[config.mk]
export PLATFORM = sky130hd
export DESIGN_NAME = cec_comparator_event_control
export DESIGN_NICKNAME = d
export VERILOG_FILES = /design/src/verilog/cec_pkg.sv /design/src/verilog/cec_comparator_event_control.sv
export SDC_FILE = /design/constraint.sdc
export NUM_CORES = 1
export LEC_CHECK = 0
export BUFFER_PORTS_ARGS = -buffer_cell sky130_fd_sc_hd__buf_2
export CAP_MARGIN = 5
export CORE_MARGIN = 2
export CORE_UTILIZATION = 38
export CTS_BUF_LIST = sky130_fd_sc_hd__clkbuf_8
export CTS_CLUSTER_SIZE = 28
export DETAILED_ROUTE_END_ITERATION = 8
export PLACE_DENSITY = 0.87
export SLEW_MARGIN = 20
export SYNTH_ARGS = -nofsm -noshare
export SYNTH_HDL_FRONTEND = slang
export SYNTH_SLANG_ARGS = --single-unit
[constraint.sdc]
create_clock -name pclk -period 3.4 [get_ports pclk]
set_clock_uncertainty 0.2 [all_clocks]
set_input_delay 0.17 -clock pclk [delete_from_list [all_inputs] [get_ports pclk]]
set_output_delay 0.17 -clock pclk [all_outputs]
set_load 0.1 [all_outputs]
[src/verilog/cec_pkg.sv]
/*
  Constants for the comparator event control block: register offsets, field positions,
  reset values and event mode encodings.
  Assumes an APB master with 32-bit data and word-aligned register addresses.
*/
// Behaviour
// - Block keeps running in wait mode when module enable was set.
// - Event with interrupt enable set raises the wake-up interrupt in wait.
// - In light stop an enabled block compares exactly as in run mode.
// - In light stop the output pin keeps showing the result when enabled.
// - In light stop an event sets the flag and may wake the processor.
// - Leaving stop by reset returns every control and status bit to reset.
// - Deep stop powers the block down; no events are detected.
// - After deep stop wake-up every bit shows its reset value.
// - In background debug mode the block keeps operating normally.
// - Route bit connects comparator output to timer one channel zero capture.
// - Route bit disconnects the channel zero pin from the timer.
// - Event may be a rising, falling or either edge.
// - A select replaces the external non-inverting input with the reference.
// - Pin enable drives the result on the output pin, else undriven.
// - Mode 00 and 10 falling, 01 rising, 11 either edge.
// - Event flag stays set until software writes one to it.
// - Live output bit reads zero while module enable is clear.
// - Interrupt asserted while flag and interrupt enable are both set.
package cec_pkg;

  // ==========================================================================
  // Register map
  localparam logic [11:0] CEC_CTRL_STATUS_ADDR = 12'h000;
  localparam logic [11:0] CEC_SYS_OPTION_ADDR = 12'h004;

  // ==========================================================================
  // Control and status fields
  localparam int CEC_MODE_LSB = 0;
  localparam int CEC_OUT_PIN_EN_BIT = 2;
  localparam int CEC_LIVE_OUT_BIT = 3;
  localparam int CEC_IRQ_EN_BIT = 4;
  localparam int CEC_FLAG_BIT = 5;
  localparam int CEC_REF_SEL_BIT = 6;
  localparam int CEC_MODULE_EN_BIT = 7;
  localparam int CEC_ROUTE_BIT = 0;

  localparam logic [7:0] CEC_CTRL_RESET = 8'h00;
  localparam logic CEC_ROUTE_RESET = 1'b0;

  // ==========================================================================
  // Event modes
  typedef enum logic [1:0] {
    CEC_MODE_FALL_A = 2'b00,
    CEC_MODE_RISE = 2'b01,
    CEC_MODE_FALL_B = 2'b10,
    CEC_MODE_BOTH = 2'b11
  } cec_mode_e;

endpackage : cec_pkg
[src/verilog/cec_comparator_event_control.sv]
/*
  Digital control around an analog voltage comparator: APB registers, input synchroniser,
  edge detection, sticky event flag, interrupt, output pin and timer routing.
  Assumes the analog comparator and power controller sit outside; deep stop wake-up and
  stop exit by reset arrive as presetn.
*/
`timescale 1ns/100ps
module cec_comparator_event_control (
  // APB slave
  input wire logic pclk,
  input wire logic presetn,
  input wire logic psel,
  input wire logic penable,
  input wire logic pwrite,
  input wire logic [11:0] paddr,
  input wire logic [31:0] pwdata,
  output logic [31:0] prdata,
  output logic pready,
  output logic pslverr,
  // Analog comparator
  input wire logic cmp_raw_out,
  output logic cmp_analog_enable,
  output logic cmp_ref_select,
  // Power state
  input wire logic deep_stop_mode,
  // Output pin
  output logic cmp_output_pin,
  output logic cmp_output_pin_oe,
  // Timer routing
  input wire logic timer_one_channel_zero_pin,
  output logic timer_capture_in,
  // Interrupt
  output logic cmp_irq
);

  // ==========================================================================
  // Registers
  logic cmp_module_enable_q;
  logic cmp_ref_select_q;
  logic cmp_event_flag_q;
  logic cmp_irq_enable_q;
  logic cmp_out_pin_enable_q;
  logic [1:0] cmp_event_mode_q;
  logic cmp_to_timer_route_q;
  logic sync1_q;
  logic sync2_q;
  logic prev_q;
  logic pin_sync1_q;
  logic pin_sync2_q;
  logic cmp_live_output;
  logic active;
  logic rise;
  logic fall;
  logic event_hit;
  logic wr_ctrl;
  logic wr_opt;
  logic addr_ok;

  // Wait, light stop and debug halt are not inputs: the block ignores them and runs on.
  // Deep stop gates off the analog enable, live output, edges and pin drive; the reset that follows clears the state.
  assign active = cmp_module_enable_q && !deep_stop_mode;

  // ==========================================================================
  // Bus decode
  assign addr_ok = (paddr == cec_pkg::CEC_CTRL_STATUS_ADDR) || (paddr == cec_pkg::CEC_SYS_OPTION_ADDR);
  assign pready = 1'b1;
  assign pslverr = psel && penable && !addr_ok;
  assign wr_ctrl = psel && penable && pwrite && (paddr == cec_pkg::CEC_CTRL_STATUS_ADDR);
  assign wr_opt = psel && penable && pwrite && (paddr == cec_pkg::CEC_SYS_OPTION_ADDR);

  always_ff @(posedge pclk or negedge presetn) begin
    if (!presetn) begin
      cmp_module_enable_q <= cec_pkg::CEC_CTRL_RESET[cec_pkg::CEC_MODULE_EN_BIT];
      cmp_ref_select_q <= cec_pkg::CEC_CTRL_RESET[cec_pkg::CEC_REF_SEL_BIT];
      cmp_irq_enable_q <= cec_pkg::CEC_CTRL_RESET[cec_pkg::CEC_IRQ_EN_BIT];
      cmp_out_pin_enable_q <= cec_pkg::CEC_CTRL_RESET[cec_pkg::CEC_OUT_PIN_EN_BIT];
      cmp_event_mode_q <= cec_pkg::CEC_CTRL_RESET[cec_pkg::CEC_MODE_LSB +: 2];
    end else if (wr_ctrl) begin
      cmp_module_enable_q <= pwdata[cec_pkg::CEC_MODULE_EN_BIT];
      cmp_ref_select_q <= pwdata[cec_pkg::CEC_REF_SEL_BIT];
      cmp_irq_enable_q <= pwdata[cec_pkg::CEC_IRQ_EN_BIT];
      cmp_out_pin_enable_q <= pwdata[cec_pkg::CEC_OUT_PIN_EN_BIT];
      cmp_event_mode_q <= pwdata[cec_pkg::CEC_MODE_LSB +: 2];
    end
  end

  always_ff @(posedge pclk or negedge presetn) begin
    if (!presetn) begin
      cmp_to_timer_route_q <= cec_pkg::CEC_ROUTE_RESET;
    end else if (wr_opt) begin
      cmp_to_timer_route_q <= pwdata[cec_pkg::CEC_ROUTE_BIT];
    end
  end

  // ==========================================================================
  // Synchroniser and edge detection
  always_ff @(posedge pclk or negedge presetn) begin
    if (!presetn) begin
      sync1_q <= 1'b0;
      sync2_q <= 1'b0;
      prev_q <= 1'b0;
      pin_sync1_q <= 1'b0;
      pin_sync2_q <= 1'b0;
    end else begin
      sync1_q <= cmp_raw_out;
      sync2_q <= sync1_q;
      prev_q <= cmp_live_output;
      pin_sync1_q <= timer_one_channel_zero_pin;
      pin_sync2_q <= pin_sync1_q;
    end
  end

  // Gating with enable means a disable looks like a falling edge; rise and fall are also gated with active, so none fires.
  assign cmp_live_output = sync2_q && active;
  assign rise = cmp_live_output && !prev_q && active;
  assign fall = !cmp_live_output && prev_q && active;

  always_comb begin
    unique case (cec_pkg::cec_mode_e'(cmp_event_mode_q))
      cec_pkg::CEC_MODE_RISE: event_hit = rise;
      cec_pkg::CEC_MODE_BOTH: event_hit = rise || fall;
      cec_pkg::CEC_MODE_FALL_A,
      cec_pkg::CEC_MODE_FALL_B: event_hit = fall;
    endcase
  end

  // A new event wins over a clear in the same cycle.
  always_ff @(posedge pclk or negedge presetn) begin
    if (!presetn) begin
      cmp_event_flag_q <= cec_pkg::CEC_CTRL_RESET[cec_pkg::CEC_FLAG_BIT];
    end else if (event_hit) begin
      cmp_event_flag_q <= 1'b1;
    end else if (wr_ctrl && pwdata[cec_pkg::CEC_FLAG_BIT]) begin
      cmp_event_flag_q <= 1'b0;
    end
  end

  // ==========================================================================
  // Outputs
  assign cmp_irq = cmp_event_flag_q && cmp_irq_enable_q;
  assign cmp_analog_enable = active;
  assign cmp_ref_select = cmp_ref_select_q;
  assign cmp_output_pin = cmp_live_output;
  assign cmp_output_pin_oe = cmp_out_pin_enable_q && active;
  // The channel pin is cut off entirely while routed.
  assign timer_capture_in = cmp_to_timer_route_q ? cmp_live_output : pin_sync2_q;

  always_comb begin
    prdata = 32'h0000_0000;
    if (psel && !pwrite) begin
      if (paddr == cec_pkg::CEC_CTRL_STATUS_ADDR) begin
        prdata[cec_pkg::CEC_MODULE_EN_BIT] = cmp_module_enable_q;
        prdata[cec_pkg::CEC_REF_SEL_BIT] = cmp_ref_select_q;
        prdata[cec_pkg::CEC_FLAG_BIT] = cmp_event_flag_q;
        prdata[cec_pkg::CEC_IRQ_EN_BIT] = cmp_irq_enable_q;
        prdata[cec_pkg::CEC_LIVE_OUT_BIT] = cmp_live_output;
        prdata[cec_pkg::CEC_OUT_PIN_EN_BIT] = cmp_out_pin_enable_q;
        prdata[cec_pkg::CEC_MODE_LSB +: 2] = cmp_event_mode_q;
      end else if (paddr == cec_pkg::CEC_SYS_OPTION_ADDR) begin
        prdata[cec_pkg::CEC_ROUTE_BIT] = cmp_to_timer_route_q;
      end
    end
  end

endmodule : cec_comparator_event_control

==> out/metrics.yaml <==
timing:
  max_slew_margin_pct: 57.7
  timing.fmax_mhz: 401
  final-setup-viol-count: 0
  fin_crit_sh_pct: 73.4
  drv_slew: 0
  setup_tns_ns: 0
  hold_viol_final: 0
  fin_crit_ns: 2.49
  rsz0062_at_grt: "no"
  tightest_slew_ns: 0.629
power:
  pwr-share-seq_pct: 34.8
  clkPwrFrac_pct: 29.1
  switchingPower_uw: 197
  p_per_area_nw_per_um2: 402
  p_leak_uw: 0.000624
  peakVddDrop_uv: 325
  share_comb_of_total_power_pct: 36.1
  p_int_uw: 259
  p_sw_share_pct: 43.2
global_routing:
  grt_pass1_wl_mm: 2.93
  grt_max_degree: 14
  antenna_found_initial: 0
  grt_use_total_pct: 15.1
  overflow: 0
  grt_pass1_vias: 698
placed_design:
  place_inst: 147
  gp_congestion: 0.655
  portBuffers: 41
  dpl.hpwl_mm: 1.38
  placed_cell_area_um2: 1000
cells_and_area:
  multi_input_area_um2: 429
  fin_area_um2: 1140
  largest-register: "cmp_event_mode_q"
  layout.nets: 185
  drive_gt1_share_pct: 44.7
  final_cells: 160
  ff_latch_area_um2: 325
  antennaDiodeCount: 0
  area_delta_synth_final_pct: 33.1
  largest_reg_flops: 2
  fillers: 210
die:
  start_util_pct: 39.4
  die_w_um: 51.4
  core-area_um2: 2170
  fp.dieH_um: 51.4
  io_pins: 92
  dieArea_um2: 2640
  num_rows: 17
setup_path:
  rr_worst_depth: 3
  path_common_cell: "buf_2"
  path_class: "input pin to output pin"
  slowest_delay_ns: 0.62
  critPathMaxFanout: 7
  crit_arrival_ns: 2.12
  required_ns: 3.03
  crit_path_start_kind: "input pin"
  cp-end-kind: "output pin"
  cp_cell_sequence: "buf_2, or4_4, nor4_2, and2_1, buf_2"
  critPathSlowestCell: "nor4_2"
cts:
  cts_tree: "built"
  cts_sinks: 13
  max-clock-path-buffers: 2
  htreeDepth: 1
  post_cts.repair.setup_buffers: 0
  clkTransAtPathRegs_ns: 0.05
  post_cts_resized: 0
  cts_made_buffers: 3
  root_buffer: "clkbuf_8"
  clk_latency_ns: 0.24
routing:
  avgRoutedWirePerCell_um: 11.4
  wl_met3_um: 175
  postRouteAntennaNets: 0
  via_count: 718
  wirelength_mm: 1.82
  drc: 0
  dr.max_layer_used: "met4"
  wl_met1_um: 663
  met2_length_um: 950
  drtIter0Drc: 7
  firstDrtPassIters: 4
  via_per_inst: 4.49
yosys:
  yosysSeqAreaShare_pct: 38.1
  synth_area_um2: 855
  synthCells: 80
  ys_warn_count: 0
  ys_seq_elements: 13
  postSynthAreaPerCell_um2: 10.7
  synth.distinct_cells: 23
flow_run:
  cap_viol_max_count: 0
hold_path:
  hold_class: "input pin to flip-flop"
  whs_path_depth: 3
status:
  outcome: "finished clean"
synthesized netlist by cell type:
cell type	count	share of area, %
nor2b_1	1	0.73
o41ai_1	1	1.0
nand2b_1	2	1.5
and3_1	1	0.73
and2_1	10	7.3
or3_1	2	1.5
o211ai_1	1	0.88
nand4b_1	1	1.0
nor4_4	1	2.5
nand4_1	1	0.73
mux2_2	8	11
or3b_2	1	1.0
nor4_1	1	0.73
nor4_2	1	1.5
and3b_1	1	1.0
conb_1	2	0.88
inv_1	2	0.88
dfrtp_1	13	38
buf_4	25	22
or4_4	2	2.6
a31oi_1	1	0.73
nor4b_1	1	1.0
mux2i_1	1	1.2
through the flow:
stage	hold slack (ns)	total power [uW]	utilization, %	setup WS, ns
after floorplan	-0.326	320	-	0.0352
after global placement	-0.140	317	46.2	0.974
after detailed placement	-0.125	319	46.2	0.874
after CTS	0.0132	461	52.4	0.861
after global routing	0.0141	478	52.4	0.798
final	0.00760	457	52.4	0.906
metal layers:
layer	track usage, %	up-vias
li1	-	330
met1	15.2	329
met2	29.1	56
met3	2.34	3
met4	7.89	0
met5	0	-
logic make-up after synthesis:
family | Yosys count | synth area share, %
compound gates | 3 | 2.64
flops | 13 | 38.1
other cells | 2 | 0.879
buf+inv | 27 | 22.8
mux | 9 | 11.7
simple gates | 26 | 23.9
cell type report:
| cell class | count | share of cell area, % |
|---|---|---|
| multi-input cells | 63 | 37.7 |
| flip-flops and latches | 13 | 28.6 |
| repair buffers | 50 | 26.0 |
| clock buffers | 3 | 3.63 |
| well taps | 28 | 3.08 |
| inverters | 2 | 0.660 |
| clock inverters | 1 | 0.330 |
what timing repair did:
item / 4_1_cts / 5_1_grt
setup endpoints to repair: 0 / 0
hold buffers: 9 / 0
endpoints found under the hold margin: 22 / 0
final timing paths:
kind	startpoint	to	slack, ns
max	paddr[5]	prdata[3]	0.91
min	pwdata[5]	cmp_event_flag_q$_DFFE_PN0P_	0.008
max reg2reg	cmp_event_mode_q[0]$_DFFE_PN0P_	cmp_event_flag_q$_DFFE_PN0P_	2.26
min reg2reg	sync1_q$_DFF_PN0_	sync2_q$_DFF_PN0_	0.15
max in group asynchronous	presetn	cmp_to_timer_route_q$_DFFE_PN0P_	2.63
min in group asynchronous	presetn	cmp_module_enable_q$_DFFE_PN0P_	0.14
cell usage in the layout, fill, tap and decap left out, drive strengths merged, types with 2 or more instances in the layout:
| cell type | Yosys | final |
|---|---|---|
| buf | 25 | 41 |
| conb | 2 | 25 |
| dfrtp | 13 | 13 |
| and2 | 10 | 10 |
| dlygate4sd3 | 0 | 9 |
| mux2 | 8 | 8 |
| inv | 2 | 3 |
| clkbuf | 0 | 3 |
| nor4 | 3 | 3 |
| or4 | 2 | 2 |
| or3 | 2 | 2 |
| nand2b | 2 | 2 |
critical path, delay by kind of cell:
| family | cells | cell delay [ns] |
|---|---|---|
| buffers and inverters | 2 | 0.52 |
| AND/OR/NAND/NOR | 3 | 1.43 |
power by group through the flow:
stage	clock network (uW)	registers, uW	logic [uW]
2_1_floorplan	0	161	158
6_report	133	159	165
5_1_grt	149	159	170
4_1_cts	138	159	165
3_3_place_gp	0	161	156
3_5_place_dp	0	162	157
(Power assumes the default switching activity.)
